==> src/inc/wtc_pkg.sv <==
package wtc_pkg;
   // fixed upper nibble of the slave address byte
   localparam logic [3:0] ADDR_NIBBLE = 4'h5;
   // instruction upper nibbles and stepping prefix
   localparam logic [3:0] OP_GSTORE_NIB = 4'h8;
   localparam logic [3:0] OP_STORE_NIB = 4'he;
   localparam logic [3:0] OP_RECALL_NIB = 4'hd;
   localparam logic [5:0] OP_STEP_PFX = 6'h08;
   // field positions inside the instruction byte
   localparam int SLOT_SEL_LSB = 2;
   localparam int POT_SEL_LSB = 0;
   // wiper range and reset value
   localparam logic [5:0] WIPER_MAX = 6'h3f;
   localparam logic [5:0] WIPER_MIN = 6'h00;
   localparam logic [5:0] WIPER_RST = 6'h00;
   // bit counter marks inside a byte and an acknowledge slot
   localparam logic [3:0] BYTE_DONE = 4'h8;
   localparam logic [3:0] ACK_SEEN = 4'h1;
   // all-pots mask for the global store
   localparam logic [3:0] ALL_POTS = 4'hf;

   // decoded command
   typedef enum logic [2:0] {
      OP_NONE, OP_GSTORE, OP_STORE, OP_RECALL, OP_STEP
   } wtc_op_t;

   // frame state
   typedef enum logic [2:0] {
      ST_IDLE, ST_ADDR, ST_ACK_ADDR, ST_INSTR, ST_ACK_INSTR,
      ST_WAIT_STOP, ST_STEP
   } wtc_state_t;
endpackage : wtc_pkg

==> src/inc/wtc_line_if.sv <==
// bus events from the pin front end to the frame decoder
interface wtc_line_if;
   logic start;          // start condition seen, one cycle
   logic stop;           // stop condition seen, one cycle
   logic scl_rise;       // clock rising edge, one cycle
   logic scl_fall;       // clock falling edge, one cycle
   logic sda_lvl;        // synchronised data level
   logic [3:0] chip_sel; // synchronised strap inputs

   modport front (output start, stop, scl_rise, scl_fall, sda_lvl,
                  chip_sel);
   modport core (input start, stop, scl_rise, scl_fall, sda_lvl,
                 chip_sel);
endinterface : wtc_line_if

==> src/hdl/wtc_pin_front.sv <==
module wtc_pin_front (
   input wire logic clk_in,           // system clock
   input wire logic resetn_in,        // async reset, active low
   input wire logic scl_in,           // bus clock pin
   input wire logic sda_in,           // bus data pin level
   input wire logic [3:0] chip_select_in, // address straps
   wtc_line_if.front ev               // events toward the decoder
);
   // all state of the front end
   typedef struct packed {
      logic scl_s1;     // first synchroniser stage
      logic scl_s2;     // second synchroniser stage
      logic scl_d;      // delayed copy for edge detect
      logic sda_s1;
      logic sda_s2;
      logic sda_d;
      logic [3:0] cs_s1;
      logic [3:0] cs_s2;
   } wtc_front_t;

   wtc_front_t front_q;
   wtc_front_t front_d;

   ////////////////////////////////////////////////////////////////////////
   // next state: the second stages and the delayed copies feed the detectors
   always_comb begin
      front_d = front_q;
      front_d.scl_s1 = scl_in;
      front_d.scl_s2 = front_q.scl_s1;
      front_d.scl_d = front_q.scl_s2;
      front_d.sda_s1 = sda_in;
      front_d.sda_s2 = front_q.sda_s1;
      front_d.sda_d = front_q.sda_s2;
      front_d.cs_s1 = chip_select_in;
      front_d.cs_s2 = front_q.cs_s1;
   end

   // state register; lines idle high
   always_ff @(posedge clk_in or negedge resetn_in) begin
      if (!resetn_in) begin
         front_q <= '{scl_s1: 1'b1, scl_s2: 1'b1, scl_d: 1'b1,
                      sda_s1: 1'b1, sda_s2: 1'b1, sda_d: 1'b1,
                      cs_s1: 4'h0, cs_s2: 4'h0};
      end else begin
         front_q <= front_d;
      end
   end

   ////////////////////////////////////////////////////////////////////////
   // edge and condition detect, all from the second stage onward
   assign ev.scl_rise = front_q.scl_s2 & ~front_q.scl_d;
   assign ev.scl_fall = ~front_q.scl_s2 & front_q.scl_d;
   // data moving while the clock stays high marks start or stop
   assign ev.start = front_q.scl_s2 & front_q.scl_d &
                     ~front_q.sda_s2 & front_q.sda_d;
   assign ev.stop = front_q.scl_s2 & front_q.scl_d &
                    front_q.sda_s2 & ~front_q.sda_d;
   assign ev.sda_lvl = front_q.sda_s2;
   assign ev.chip_sel = front_q.cs_s2;
endmodule : wtc_pin_front

==> src/hdl/wtc_cmd_decode.sv <==
module wtc_cmd_decode (
   input wire logic clk_in,             // 100 MHz system clock
   input wire logic resetn_in,          // async reset, active low
   input wire logic scl_in,             // bus clock pin
   input wire logic sda_in,             // bus data pin input
   output logic sda_out,                // bus data pin output value
   output logic sda_oe_out,             // high while pulling data low
   input wire logic [3:0] chip_select_in, // strapped address bits
   output logic [23:0] wiper_pos_out,   // four 6-bit wiper positions
   output logic [1:0] nv_rd_pot_out,    // setting store read pot
   output logic [1:0] nv_rd_slot_out,   // setting store read slot
   input wire logic [5:0] nv_rdata_in,  // setting store read data
   output logic nv_wr_start_out,        // one-cycle write start pulse
   output logic [3:0] nv_wr_pot_mask_out, // pots to write
   output logic [1:0] nv_wr_slot_out,   // slot to write
   output logic [23:0] nv_wr_data_out,  // wiper snapshot to write
   output logic step_active_out         // stepping run in progress
);
   // all state of the decoder
   typedef struct packed {
      wtc_pkg::wtc_state_t state; // frame position
      logic [3:0] cnt;            // bits seen in this byte or ack
      logic [7:0] shift;          // incoming byte
      wtc_pkg::wtc_op_t op;       // accepted command
      logic [1:0] pot;            // selected pot
      logic [1:0] slot;           // selected slot
      logic pend;                 // store waits for stop
      logic [3:0][5:0] wiper;     // wiper position registers
      logic oe;                   // data pin pulled low
      logic wr_start;             // write start pulse
      logic [3:0] wr_mask;
      logic [1:0] wr_slot;
      logic [23:0] wr_data;
      logic step;                 // stepping run flag
   } wtc_core_t;

   wtc_core_t core_q;
   wtc_core_t core_d;

   wtc_line_if line ();

   ////////////////////////////////////////////////////////////////////////
   // pin synchronisers and condition detect
   wtc_pin_front u_front (
      .clk_in(clk_in),
      .resetn_in(resetn_in),
      .scl_in(scl_in),
      .sda_in(sda_in),
      .chip_select_in(chip_select_in),
      .ev(line)
   );

   ////////////////////////////////////////////////////////////////////////
   // instruction byte to command; unlisted codes give no acknowledge
   function automatic wtc_pkg::wtc_op_t op_decode(input logic [7:0] b);
      wtc_pkg::wtc_op_t r;
      r = wtc_pkg::OP_NONE;
      if (b[7:4] == wtc_pkg::OP_GSTORE_NIB && b[1:0] == 2'h0) begin
         r = wtc_pkg::OP_GSTORE;
      end else if (b[7:4] == wtc_pkg::OP_STORE_NIB) begin
         r = wtc_pkg::OP_STORE;
      end else if (b[7:4] == wtc_pkg::OP_RECALL_NIB) begin
         r = wtc_pkg::OP_RECALL;
      end else if (b[7:2] == wtc_pkg::OP_STEP_PFX) begin
         r = wtc_pkg::OP_STEP;
      end
      return r;
   endfunction : op_decode

   // one segment step, held at the ends of the range
   function automatic logic [5:0] step_wiper(input logic [5:0] w,
                                             input logic up);
      logic [5:0] r;
      r = w;
      if (up && w != wtc_pkg::WIPER_MAX) begin
         r = w + 6'h01;
      end else if (!up && w != wtc_pkg::WIPER_MIN) begin
         r = w - 6'h01;
      end
      return r;
   endfunction : step_wiper

   ////////////////////////////////////////////////////////////////////////
   // frame sequencer
   always_comb begin
      core_d = core_q;
      core_d.wr_start = 1'b0; // pulse lasts one cycle
      if (line.start) begin
         // a start aborts any frame; a store not yet stopped is lost
         core_d.state = wtc_pkg::ST_ADDR;
         core_d.cnt = 4'h0;
         core_d.oe = 1'b0;
         core_d.pend = 1'b0;
         core_d.op = wtc_pkg::OP_NONE;
      end else if (line.stop) begin
         // programming begins only once the frame is closed
         if (core_q.pend) begin
            core_d.wr_start = 1'b1;
            core_d.wr_slot = core_q.slot;
            core_d.wr_data = core_q.wiper;
            core_d.wr_mask = (core_q.op == wtc_pkg::OP_GSTORE) ?
                             wtc_pkg::ALL_POTS :
                             4'h1 << core_q.pot;
         end
         core_d.pend = 1'b0;
         core_d.state = wtc_pkg::ST_IDLE;
         core_d.oe = 1'b0;
      end else begin
         case (core_q.state)
            wtc_pkg::ST_ADDR,
            wtc_pkg::ST_INSTR: begin
               // collect eight bits, msb first
               if (line.scl_rise && core_q.cnt != wtc_pkg::BYTE_DONE) begin
                  core_d.shift = {core_q.shift[6:0], line.sda_lvl};
                  core_d.cnt = core_q.cnt + 4'h1;
               end else if (line.scl_fall &&
                            core_q.cnt == wtc_pkg::BYTE_DONE) begin
                  core_d.cnt = 4'h0;
                  if (core_q.state == wtc_pkg::ST_ADDR) begin
                     // only our own strap pattern is answered
                     if (core_q.shift == {wtc_pkg::ADDR_NIBBLE,
                                          line.chip_sel}) begin
                        core_d.oe = 1'b1;
                        core_d.state = wtc_pkg::ST_ACK_ADDR;
                     end else begin
                        core_d.state = wtc_pkg::ST_IDLE;
                     end
                  end else begin
                     core_d.op = op_decode(core_q.shift);
                     core_d.slot = core_q.shift[wtc_pkg::SLOT_SEL_LSB +: 2];
                     core_d.pot = core_q.shift[wtc_pkg::POT_SEL_LSB +: 2];
                     if (op_decode(core_q.shift) == wtc_pkg::OP_NONE) begin
                        core_d.state = wtc_pkg::ST_WAIT_STOP;
                     end else begin
                        core_d.oe = 1'b1;
                        core_d.state = wtc_pkg::ST_ACK_INSTR;
                     end
                  end
               end
            end
            wtc_pkg::ST_ACK_ADDR,
            wtc_pkg::ST_ACK_INSTR: begin
               // hold the data line low through the ninth clock
               if (line.scl_rise) begin
                  core_d.cnt = wtc_pkg::ACK_SEEN;
               end else if (line.scl_fall &&
                            core_q.cnt == wtc_pkg::ACK_SEEN) begin
                  core_d.oe = 1'b0;
                  core_d.cnt = 4'h0;
                  if (core_q.state == wtc_pkg::ST_ACK_ADDR) begin
                     core_d.state = wtc_pkg::ST_INSTR;
                  end else begin
                     case (core_q.op)
                        wtc_pkg::OP_STEP: begin
                           core_d.state = wtc_pkg::ST_STEP;
                        end
                        wtc_pkg::OP_RECALL: begin
                           // store answered since the byte ended
                           core_d.wiper[core_q.pot] = nv_rdata_in;
                           core_d.state = wtc_pkg::ST_WAIT_STOP;
                        end
                        wtc_pkg::OP_GSTORE,
                        wtc_pkg::OP_STORE: begin
                           core_d.pend = 1'b1;
                           core_d.state = wtc_pkg::ST_WAIT_STOP;
                        end
                        default: begin
                           core_d.state = wtc_pkg::ST_WAIT_STOP;
                        end
                     endcase
                  end
               end
            end
            wtc_pkg::ST_STEP: begin
               // each clock moves the wiper by the level on data, held at the ends of the range
               if (line.scl_rise) begin
                  core_d.wiper[core_q.pot] =
                     step_wiper(core_q.wiper[core_q.pot],
                                line.sda_lvl);
               end
            end
            wtc_pkg::ST_WAIT_STOP,
            wtc_pkg::ST_IDLE: begin
               // further bytes are neither taken nor acknowledged
               core_d.oe = 1'b0;
            end
            default: begin
               core_d.state = wtc_pkg::ST_IDLE;
               core_d.oe = 1'b0;
            end
         endcase
      end
      // registered run flag so the output comes straight from a flop
      core_d.step = (core_d.state == wtc_pkg::ST_STEP);
   end

   // state register
   always_ff @(posedge clk_in or negedge resetn_in) begin
      if (!resetn_in) begin
         core_q <= '{state: wtc_pkg::ST_IDLE, cnt: 4'h0, shift: 8'h00,
                     op: wtc_pkg::OP_NONE, pot: 2'h0, slot: 2'h0,
                     pend: 1'b0,
                     wiper: {4{wtc_pkg::WIPER_RST}},
                     oe: 1'b0, wr_start: 1'b0, wr_mask: 4'h0,
                     wr_slot: 2'h0, wr_data: 24'h000000, step: 1'b0};
      end else begin
         core_q <= core_d;
      end
   end

   ////////////////////////////////////////////////////////////////////////
   // outputs from flops, data value tied low; the pin is only ever pulled low
   assign sda_out = 1'b0;
   assign sda_oe_out = core_q.oe;
   assign wiper_pos_out = core_q.wiper;
   assign nv_rd_pot_out = core_q.pot;
   assign nv_rd_slot_out = core_q.slot;
   assign nv_wr_start_out = core_q.wr_start;
   assign nv_wr_pot_mask_out = core_q.wr_mask;
   assign nv_wr_slot_out = core_q.wr_slot;
   assign nv_wr_data_out = core_q.wr_data;
   assign step_active_out = core_q.step;
endmodule : wtc_cmd_decode

==> config.mk <==
export PLATFORM = sky130hd
export DESIGN_NAME = wtc_cmd_decode
export DESIGN_NICKNAME = d
export VERILOG_FILES = /design/src/inc/wtc_pkg.sv /design/src/inc/wtc_line_if.sv /design/src/hdl/wtc_pin_front.sv /design/src/hdl/wtc_cmd_decode.sv
export SDC_FILE = /design/constraint.sdc
export NUM_CORES = 1
export LEC_CHECK = 0
export BUFFER_PORTS_ARGS = -buffer_cell sky130_fd_sc_hd__buf_2
export CORE_MARGIN = 2
export CORE_UTILIZATION = 45
export CTS_BUF_LIST = sky130_fd_sc_hd__clkbuf_16
export DETAILED_ROUTE_END_ITERATION = 8
export PLACE_DENSITY = 0.76
export SLEW_MARGIN = 10
export SYNTH_ARGS = -nofsm -noshare
export SYNTH_HDL_FRONTEND = slang
export SYNTH_HIERARCHICAL = 1
export SYNTH_SLANG_ARGS = --single-unit
==> constraint.sdc <==
create_clock -name clk_in -period 4.52 [get_ports clk_in]
set_clock_uncertainty 0.1 [all_clocks]
set_input_delay 0 -clock clk_in [delete_from_list [all_inputs] [get_ports clk_in]]
set_output_delay 0 -clock clk_in [all_outputs]
set_load 0.05 [all_outputs]
### Word level (Yosys, flattened, before mapping)

Index checks and enable logic that the tools add are counted.

* register bits: 94
* input port bits: 14
* output and inout port bits: 62
* word-level logic and storage cells: 182

* $add $sub $neg: 3
* order comparisons: 2
* eq/ne operators: 39
* shift-type cells: 1
* multiplexer cells: 66
* bitwise logic cells: 15
* reductions and logical operators: 31

Operator list (count)
* $mux 31: 3
* $mux 26: 2
* $bwmux 24: 2
* $mux 24: 2
* $mux 3: 16
* $mux 6: 8
* $pmux 24 s2: 1
* $mux 7: 6
* $ne 4x4->1 const B: 7
* $mux 25: 1
* $mux 19: 1
* $eq 4x4->1 const B: 4
* $eq 3x3->1 const B: 5
* $mux 15: 1
* $ne 2x2->1 const B: 7
* $bmux 6 s2: 1
* $demux 6 s2: 1
* $eq 3x2->1 const B: 4
* $mux 1: 12
* $mux 4: 3
* $reduce_bool 3->1: 4
* $ne 5x5->1 const B: 2
* $reduce_and 5->1: 2
* $ne 3x3->1 const B: 3
* other kinds (32): 59

### Longest topological paths before layout

Gate-level depths: netlist (run 1).

* depth after elaboration: 20
* mapped depth: 11
* depth with buffers taken out: 9

### Modules after synthesis

The synthesis (run 1) kept the hierarchy.

By module, submodules not included
* wtc_cmd_decode: times used 1, cells each 504, area each 4644.5 sq um, sequential area each 2001.9 sq um
* wtc_pin_front: times used 1, cells each 22, area each 420.4 sq um, sequential area each 357.8 sq um

### Least setup slack after synthesis (run 1)

OpenSTA, ideal clock, no wires.

* path type: register -> register
* from: register core_q (netlist bit nv_rd_pot_out[0])
* to: register core_q (netlist bit wiper_pos_out[15])
* setup time: 0.065 ns
* data arrival time: 2.547 ns
* required time: 4.355 ns
* path slack: 1.808 ns
* stages on the path, launching flop included: 12
* buffers on the path: 2
* clock period less this slack: 2.712 ns
* cell sequence: dfrtp_1 > buf_6 > buf_6 > mux4_2 > inv_1 > ha_1 > nand2_1 > o22a_1 > o31a_1 > o21a_1 > nor3_2 > o22a_1

* word-level cells in the longest chain between the ends: 13
* elaborated cells on any way between the ends: 27
* those cells by class: 2 x add/sub; 2 x order compare; 1 x eq/ne; 18 x mux; 4 x reduce/logical

Ends and longest elaborated chain
* from (decl): line wtc_cmd_decode.sv:37 `wtc_core_t core_q;`
* from (signal assigned): line wtc_cmd_decode.sv:200 `core_q <= '{state: wtc_pkg::ST_IDLE, cnt: 4'h0, shift: 8'h00,`
* from (signal assigned): line wtc_cmd_decode.sv:207 `core_q <= core_d;`
* parallel branches: the longest is 12 deep, another holds $sub 6x1->6
* $pmux 24 s2 *: line wtc_cmd_decode.sv:109 `case (core_q.state)`

Every way passes the cells marked *. The select of a mux whose other input is x is not followed.
A chain may end at the register's enable or synchronous reset.

### Final worst setup path (run 1)

* from: register core_q (netlist bit nv_rd_pot_out[0])
* to: register core_q (netlist bit wiper_pos_out[0])

Same word-level chain as after synthesis.

==> results.py, run 1 <==
metrics = {
    "outcome": {
        "status": "complete, no violations",
    },
    "setup_path": {
        "cp.required_ps": 4640,
        "path_max_fanout": 15,
        "setup.worst_path.end": "wiper_pos_out[0]",
        "worstSetupStartpointType": "flop",
        "reg2reg_depth": 9,
        "arrival_ps": 3410,
        "endpoint_kind": "flop",
        "r2r-start": "nv_rd_pot_out[0]",
        "reg2reg_to": "wiper_pos_out[0]",
        "reg2reg_slack_ps": 1230,
        "path_class": "reg -> reg",
        "critPathLaunch": "nv_rd_pot_out[0]",
    },
    "layout": {
        "layout_commonest_cell": "nand2_1",
        "antennaDiodeCount": 0,
        "multi_input_area_sq_mm": 0.00210,
        "ff_latch_area_sq_mm": 0.00236,
        "areaGrowthSynthToFinish_pct": 9.39,
        "design_area_sq_mm": 0.00554,
        "fillers": 979,
        "final_nets": 563,
        "final_cell_mix": "nand2_1, dfrtp_1, buf_2, nor2_1",
        "drive_above_1_share_pct": 24.6,
    },
    "global_route": {
        "grt_max_degree": 57,
        "gr-total-overflow": 0,
        "grt_antenna_before_repair": 0,
        "grt_pass1_vias": 3617,
        "grt_first_pass_wirelength_um": 18600,
        "grt_usage_pct": 20.1,
    },
    "clock_tree": {
        "clk_latency_ps": 340,
        "clock_path_buffers": 2,
        "cts_resized": 0,
        "cts_tree": "yes",
        "cts.sinks": 94,
        "cts_inserted_buffers": 9,
        "cts-htree-levels": 3,
        "clk_pin_slew_ps": 70,
        "root_buffer": "clkbuf_16",
    },
    "synth": {
        "synth_seq_cells": 94,
        "synth_cell_type_count": 61,
        "syn_avg_cell_area_sq_um": 9.63,
        "yosysSeqAreaShare_pct": 46.6,
        "syn_inst": 526,
        "synth_top_area_cell": "dfrtp_1",
        "ys_warn_count": 6,
        "synth.cell_area_sq_mm": 0.00506,
        "synth_edf_count": 0,
        "synth_ff_type": "dfrtp_1",
        "synth-async-reset-ratio_pct": 100,
        "syn_nets": 546,
        "synth_area_leaders": "dfrtp_1, buf_4, nand2_1, mux2_2, dfstp_2",
        "yosys.area.top_type_share_pct": 43.5,
    },
    "pwr": {
        "powerDensity_mw_per_mm2": 339,
        "total_leakage_power_nw": 2.73,
        "fin_total_pwr_mw": 1.88,
        "vdd_ir_drop_max_uv": 210,
    },
    "placement": {
        "pre_cts_ws_ps": 1280,
        "postPlaceCellArea_sq_mm": 0.00511,
        "gp_congestion": 0.871,
        "dp_hpwl_um": 7900,
        "io_buffers": 74,
    },
    "routing": {
        "vias": 3765,
        "wl_per_cell_um": 16.6,
        "wirelength_um": 11400,
        "drt_pass1_iterations": 5,
        "drtIter0Drc": 300,
        "via_per_inst": 5.47,
        "ant_nets": 0,
        "drc_errors": 0,
    },
    "timing": {
        "slew_headroom_pct": 38.5,
        "finalSetupViolCount": 0,
        "worst_pin_slew_ps": 921,
        "fin_crit_sh_pct": 72.7,
        "finalSetupTns_ps": 0,
        "drv_slew": 0,
        "period_minus_slack_ps": 3290,
        "setup_slack_ps": 1230,
        "hold_violations": 0,
        "fmax_mhz": 304,
        "rsz0062_at_grt": "no",
        "fin_hold_ws_ps": 15.7,
    },
    "run": {
        "drv_cap": 0,
    },
    "floorplan": {
        "io_pins": 76,
        "start_util_pct": 46.5,
        "num_rows": 38,
        "die_height_um": 110,
        "core_area_sq_mm": 0.0109,
        "die_x_um": 110,
        "die_area_sq_mm": 0.0121,
    },
    "worst_hold_path": {
        "hold_class": "in -> reg",
    },
}
synth_stat cells (3+ instances only):
cell type	n
nand3_1	8
inv_1	14
mux2_2	18
ha_1	6
nor4b_1	3
and4b_1	3
dfrtp_1	88
o21ai_0	16
clkbuf_1	16
nor2_1	26
xor2_1	6
a31oi_1	9
nand2_1	114
o22a_1	18
nand2b_1	8
o21a_1	7
mux4_2	5
dfstp_2	6
buf_4	63
buf_2	3
nor2b_1	4
nand4_1	3
o22ai_1	4
o31ai_1	3
nor4_1	6
nor3_1	8
a21oi_1	18
mux2i_1	3
timing repair:
action | 4_1_cts | 5_1_grt
endpoints found under the hold margin | 60 | 0
hold buffers | 11 | 0
buffers inserted | 0 | 0
worst max-delay path, stage by stage (launching register included):
cell and delay, ps:
dfrtp_1 750, mux4_2 660, inv_1 140, ha_1 190, nand2_1 70, o22a_1 290
nor4_1 370, or3_1 160, a31oi_1 120, mux2_2 300
worst min-delay path by stage:
stage | end | cells after the start | startpoint | slack (ps)
6_report | wiper_pos_out[22] | 5 | nv_rdata_in[4] | 20
5_1_grt | wiper_pos_out[22] | 5 | nv_rdata_in[4] | 40
4_1_cts | wiper_pos_out[22] | 5 | nv_rdata_in[4] | 20
3_5_place_dp | core_q[74] | 1 | resetn_in | -80
3_3_place_gp | core_q[74] | 1 | resetn_in | -100
2_1_floorplan | core_q[57] | 0 | resetn_in | -400
state kept, by name, summed over array words and instances (netlist names), 2 cells and up:
signal               count
u_front/ev.chip_sel      4
wiper_pos_out           24
nv_rd_pot_out            2
nv_rd_slot_out           2
u_front/front_q          2
nv_wr_slot_out           2
nv_wr_data_out          24
u_front/front_d          7
core_q                  19
nv_wr_pot_mask_out       4
stage by stage:
stage / util, % / std cells
final: 50.9 / 688
after global routing: 50.9 / 688
after CTS: 50.9 / 688
after detailed placement: 46.9 / 661
after global placement: 46.9 / 661
after floorplan: - / 526
per-layer routing:
layer / track usage [%] / up-vias / routed length [um]
met5: 0 / - / 0
met4: 7.32 / 0 / 145
met3: 3.47 / 10 / 544
met2: 30.5 / 105 / 5180
met1: 28.8 / 1848 / 5530
li1: - / 1802 / -
final cells by class:
cell class / instances / share of cell area [%]
flip-flops and latches: 94 / 42.6
multi-input cells: 333 / 38.0
repair buffers: 91 / 9.53
clock buffers: 9 / 4.07
well taps: 140 / 3.16
clock inverters: 7 / 1.74
inverters: 14 / 0.949
where the power goes:
part	total, mW	switching (mW)	internal (mW)
clock network	0.819	0.333	0.487
logic	0.128	0.0674	0.0609
registers	0.929	0.0498	0.879
total	1.88	0.450	1.43
logic make-up after synthesis:
group	Yosys count	share of synthesized area (%)
AO/OA/AOI/OAI	88	11.8
XOR/XNOR	6	1.04
adder cells (fa/ha/maj)	7	1.68
buffers and inverters	99	12.4
flip-flops	94	46.6
multiplexers	27	7.34
other	1	0.0740
AND/OR/NAND/NOR	204	19.1
(Power assumes the default switching activity.)
==> run 2: changes to the inputs <==
PLACE_DENSITY = 0.79   (was 0.76)
clock period = 2.8 ns   (was 4.52 ns; I/O delays follow)
==> results.py, run 2 (synthesis gave the netlist of run 1 again) <==
metrics = {
    "outcome": {
        "status": "complete, no violations",
    },
    "floorplan": {
        "die_height_um": 110,
        "core_area_sq_mm": 0.0109,
        "die_x_um": 110,
        "num_rows": 38,
        "start_util_pct": 46.5,
        "die_area_sq_mm": 0.0121,
        "io_pins": 76,
    },
    "worst_hold_path": {
        "hold_depth": 5,
        "hold_class": "in -> reg",
        "hp-start": "nv_rdata_in[4]",
    },
    "clock_tree": {
        "clock_path_buffers": 2,
        "cts-htree-levels": 3,
        "cts.sinks": 94,
        "cts_inserted_buffers": 9,
        "cts_tree": "yes",
        "clk_latency_ps": 340,
        "root_buffer": "clkbuf_16",
        "clk_pin_slew_ps": 70,
    },
    "run": {
        "drv_cap": 0,
    },
    "pwr": {
        "p_switching_uw": 711,
        "p_clk_share_pct": 39.5,
        "p_int_mw": 2.12,
        "p_comb_share_pct": 7.7,
        "pwr-share-seq_pct": 52.8,
        "powerDensity_mw_per_mm2": 501,
        "netSwitchingFraction_pct": 25.1,
        "vdd_ir_drop_max_uv": 259,
        "total_leakage_power_nw": 2.81,
    },
    "setup_path": {
        "endpoint_kind": "flop",
        "arrival_ps": 2860,
        "worstSetupStartpointType": "flop",
        "reg2reg_slack_ps": 120,
        "path_class": "reg -> reg",
        "r2r-start": "nv_rd_pot_out[0]",
        "critPathLaunch": "nv_rd_pot_out[0]",
        "cp.required_ps": 2980,
        "setup.worst_path.end": "wiper_pos_out[9]",
        "path_max_fanout": 4,
        "reg2reg_to": "wiper_pos_out[9]",
        "reg2reg_depth": 9,
    },
    "placement": {
        "pre_cts_ws_ps": 20.3,
        "postPlaceCellArea_sq_mm": 0.00526,
        "dp_hpwl_um": 8230,
        "gp_congestion": 0.937,
        "io_buffers": 74,
    },
    "layout": {
        "areaGrowthSynthToFinish_pct": 11.6,
        "final_nets": 581,
        "antennaDiodeCount": 0,
        "utilization_pct": 51.9,
        "layout_commonest_cell": "nand2_1",
        "drive_above_1_share_pct": 27.6,
        "final_cell_mix": "nand2_1, dfrtp_1, buf_2, nor2_1, buf_4",
        "design_area_sq_mm": 0.00565,
    },
    "timing": {
        "hold_violations": 0,
        "drv_slew": 0,
        "fmax_mhz": 373,
        "slew_headroom_pct": 62.5,
        "period_minus_slack_ps": 2680,
        "setup_slack_ps": 121,
        "rsz0062_at_grt": "no",
        "finalSetupTns_ps": 0,
        "finalSetupViolCount": 0,
        "fin_crit_sh_pct": 95.7,
        "worst_pin_slew_ps": 557,
    },
    "routing": {
        "via_per_inst": 5.46,
        "vias": 3851,
        "drtIter0Drc": 302,
        "drc_errors": 0,
        "wl_per_cell_um": 16.3,
        "ant_nets": 0,
        "drt_pass1_iterations": 4,
        "wirelength_um": 11500,
    },
    "global_route": {
        "grt_pass1_vias": 3581,
        "grt_usage_pct": 19.6,
        "grt_first_pass_wirelength_um": 18200,
        "grt_antenna_before_repair": 0,
        "grt_max_degree": 55,
        "gr-total-overflow": 0,
    },
}
## run 2: changes by cell type in the layout (fill, tap and decap cells not counted), sizes merged
cell,before,now
buf,80,98
clkinvlp,2,1
bufinv,2,0
clkinv,0,2
## run 2: how the worst min path moves through the flow
stage / to / slack (ps)
6_report: wiper_pos_out[4] / 50
5_1_grt: wiper_pos_out[10] / 70
4_1_cts: wiper_pos_out[4] / 30
3_5_place_dp: u_front/ev.chip_sel[0] / -80
3_3_place_gp: u_front/front_d[3] / -80
2_1_floorplan: core_q[57] / -400
## run 2: power groups by stage
stage | Clock (mW) | Combinational, mW | Sequential [mW]
2_1_floorplan | 0 | 0.141 | 1.50
3_3_place_gp | 0 | 0.196 | 1.52
3_5_place_dp | 0 | 0.204 | 1.52
4_1_cts | 1.14 | 0.218 | 1.49
5_1_grt | 1.19 | 0.243 | 1.51
6_report | 1.12 | 0.217 | 1.50
## run 2: layer usage
metal	vias to the layer above	global-route usage [%]	wire length, um
li1	1821	-	-
met1	1912	28.3	5310
met2	108	30.4	5430
met3	10	3.94	673
met4	0	4.82	108
met5	-	0	0
## run 2: worst max-delay path, stage by stage, from the launching register on
cell and delay [ps]:
dfrtp_2 410, mux4_2 530, inv_2 100, ha_1 170, nand2b_1 80, o22a_1 250
o31a_1 320, o21a_1 200, nor3_2 270, o22a_1 200
## run 2: what timing repair did
item	CTS	global route
pin swaps	1	6
buffers inserted	0	1
resized for setup	0	5
endpoints found under the hold margin	62	0
hold buffers	11	0
gates cloned	0	0
endpoints found under the setup margin	1	12
## run 2: stage by stage
stage	power (mW)	std cells	hold slack, ps
finish	2.83	705	47.2
detailed placement	1.73	678	-76.6
CTS	2.85	704	32.2
global route	2.94	705	71.5
floorplan	1.64	526	-396
global placement	1.71	678	-83.5
## run 2: layout make-up
cell class              instances  area (sq um)
flip-flops and latches         94          2360
clock buffers                   9           225
inverters                      14          52.6
well taps                     140           175
clock inverters                 6          38.8
repair buffers                109           688
fillers                       966          5240
multi-input cells             333          2110
==> run 3: changes to the inputs <==
CAP_MARGIN = 20   (was not set)
CORE_ASPECT_RATIO = 0.9   (was not set)
CORE_UTILIZATION = 30   (was 45)
PLACE_DENSITY = 0.6   (was 0.79)
==> results.py, run 3 (synthesis gave the netlist of run 1 again) <==
metrics = {
    "global_route": {
        "grt_usage_pct": 14.3,
        "grt_antenna_before_repair": 0,
        "grt_max_degree": 60,
        "grt_pass1_vias": 3697,
        "gr-total-overflow": 0,
        "grt_first_pass_wirelength_um": 19700,
    },
    "layout": {
        "layout_commonest_cell": "nand2_1",
        "final_cells": 775,
        "final_nets": 580,
        "fillers": 1673,
        "multi_input_area_sq_mm": 0.00213,
        "antennaDiodeCount": 0,
        "final_cell_mix": "nand2_1, dfrtp_1, buf_2, nor2_1",
        "drive_above_1_share_pct": 27.0,
        "ff_latch_area_sq_mm": 0.00236,
        "areaGrowthSynthToFinish_pct": 14.4,
    },
    "clock_tree": {
        "cts.sinks": 94,
        "root_buffer": "clkbuf_16",
        "cts_tree": "yes",
        "cts-htree-levels": 3,
        "cts_inserted_buffers": 9,
        "clock_path_buffers": 2,
        "clk_pin_slew_ps": 70,
        "clk_latency_ps": 350,
    },
    "floorplan": {
        "die_x_um": 141,
        "die_height_um": 127,
        "num_rows": 45,
        "die_area_sq_mm": 0.0179,
        "core_area_sq_mm": 0.0167,
        "start_util_pct": 30.3,
        "io_pins": 76,
    },
    "routing": {
        "drtIter0Drc": 271,
        "ant_nets": 0,
        "drc_errors": 0,
        "wl_per_cell_um": 15.9,
        "vias": 3783,
        "via_per_inst": 4.88,
        "wirelength_um": 12300,
        "drt_pass1_iterations": 4,
    },
    "worst_hold_path": {
        "hold_class": "in -> async",
    },
    "run": {
        "drv_cap": 0,
    },
    "timing": {
        "period_minus_slack_ps": 2700,
        "fin_crit_sh_pct": 96.3,
        "finalSetupTns_ps": 0,
        "rsz0062_at_grt": "no",
        "slew_headroom_pct": 45.5,
        "finalSetupViolCount": 0,
        "setup_slack_ps": 104,
        "fmax_mhz": 371,
        "worst_pin_slew_ps": 818,
        "drv_slew": 0,
        "hold_violations": 0,
    },
    "outcome": {
        "status": "complete, no violations",
    },
    "setup_path": {
        "reg2reg_slack_ps": 100,
        "path_class": "reg -> reg",
        "slowest_stage": "mux4_2",
        "endpoint_kind": "flop",
        "slowest_delay_ps": 550,
        "path_cells": "mux4_2, inv_1, ha_1, nand2b_1, o22a_1, nor4_1, or3_1, a31oi_2, mux2_2",
        "crit_family": "multiplexers",
        "path_max_fanout": 5,
        "arrival_ps": 2830,
        "reg2reg_depth": 9,
        "crit_buf_inv": 1,
        "cp.required_ps": 2940,
        "reg2reg_to": "wiper_pos_out[18]",
        "r2r-start": "nv_rd_pot_out[0]",
        "worstSetupStartpointType": "flop",
    },
    "pwr": {
        "powerDensity_mw_per_mm2": 491,
        "vdd_ir_drop_max_uv": 295,
        "total_leakage_power_nw": 2.80,
    },
    "placement": {
        "io_buffers": 74,
        "dp_hpwl_um": 8760,
        "pre_cts_ws_ps": 9.16,
        "gp_congestion": 0.839,
        "dp_cells": 746,
    },
}
run 3: cell types whose count changed in the layout (fill, tap and decap cells not counted), sizes merged:
cell / previous run / this run
buf: 98 / 96
clkinv: 2 / 4
dlygate4sd3: 11 / 12
inv: 17 / 15
run 3: stage by stage:
stage | util [%] | area (sq um) | hold WS, ps | power (mW)
floorplan | - | 5060 | -396 | 1.64
global placement | 32.1 | 5370 | -106 | 1.72
detailed placement | 32.1 | 5370 | -96.2 | 1.73
CTS | 34.4 | 5750 | 58.1 | 2.89
global route | 34.6 | 5790 | 92.0 | 2.98
finish | 34.6 | 5790 | 55.5 | 2.84
run 3: per-layer routing:
| metal | wire (um) | track usage, % |
|---|---|---|
| met1 | 6170 | 20.4 |
| met5 | 0 | 0 |
| met2 | 5380 | 21.0 |
| met3 | 631 | 3.49 |
| met4 | 164 | 5.35 |
run 3: layout make-up:
class / instances / share of cell area (%)
multi-input combinational: 333 / 36.8
sequential: 94 / 40.8
inverter: 14 / 0.907
timing repair buffer: 108 / 12.4
clock buffer: 9 / 3.89
clock inverter: 6 / 0.648
tap: 211 / 4.56
run 3: how the worst max path moves through the flow:
stage          slack [ps]           startpoint                 to  cells after the start
2_1_floorplan          90     nv_rd_pot_out[0]  wiper_pos_out[15]                     11
3_3_place_gp          110     nv_rd_pot_out[0]  wiper_pos_out[15]                      9
3_5_place_dp            9     nv_rd_pot_out[0]   wiper_pos_out[9]                      9
4_1_cts                40     nv_rd_pot_out[0]   wiper_pos_out[9]                      9
5_1_grt                 6  u_front/front_q[11]   wiper_pos_out[0]                      6
6_report              100     nv_rd_pot_out[0]  wiper_pos_out[18]                      9
run 3: timing repair:
item                                    in CTS  in global routing
pin swaps                                    0                  3
resized for setup                            1                  4
endpoints found under the setup margin       2                 13
hold buffers                                12                  0
endpoints found under the hold margin      119                  0
buffers inserted                             0                  2
run 3: report_power, final:
| group | switching (mW) | total, mW | internal (mW) |
|---|---|---|---|
| logic | 0.109 | 0.214 | 0.105 |
| clock network | 0.537 | 1.13 | 0.594 |
| registers | 0.0806 | 1.50 | 1.42 |
| total | 0.726 | 2.84 | 2.12 |
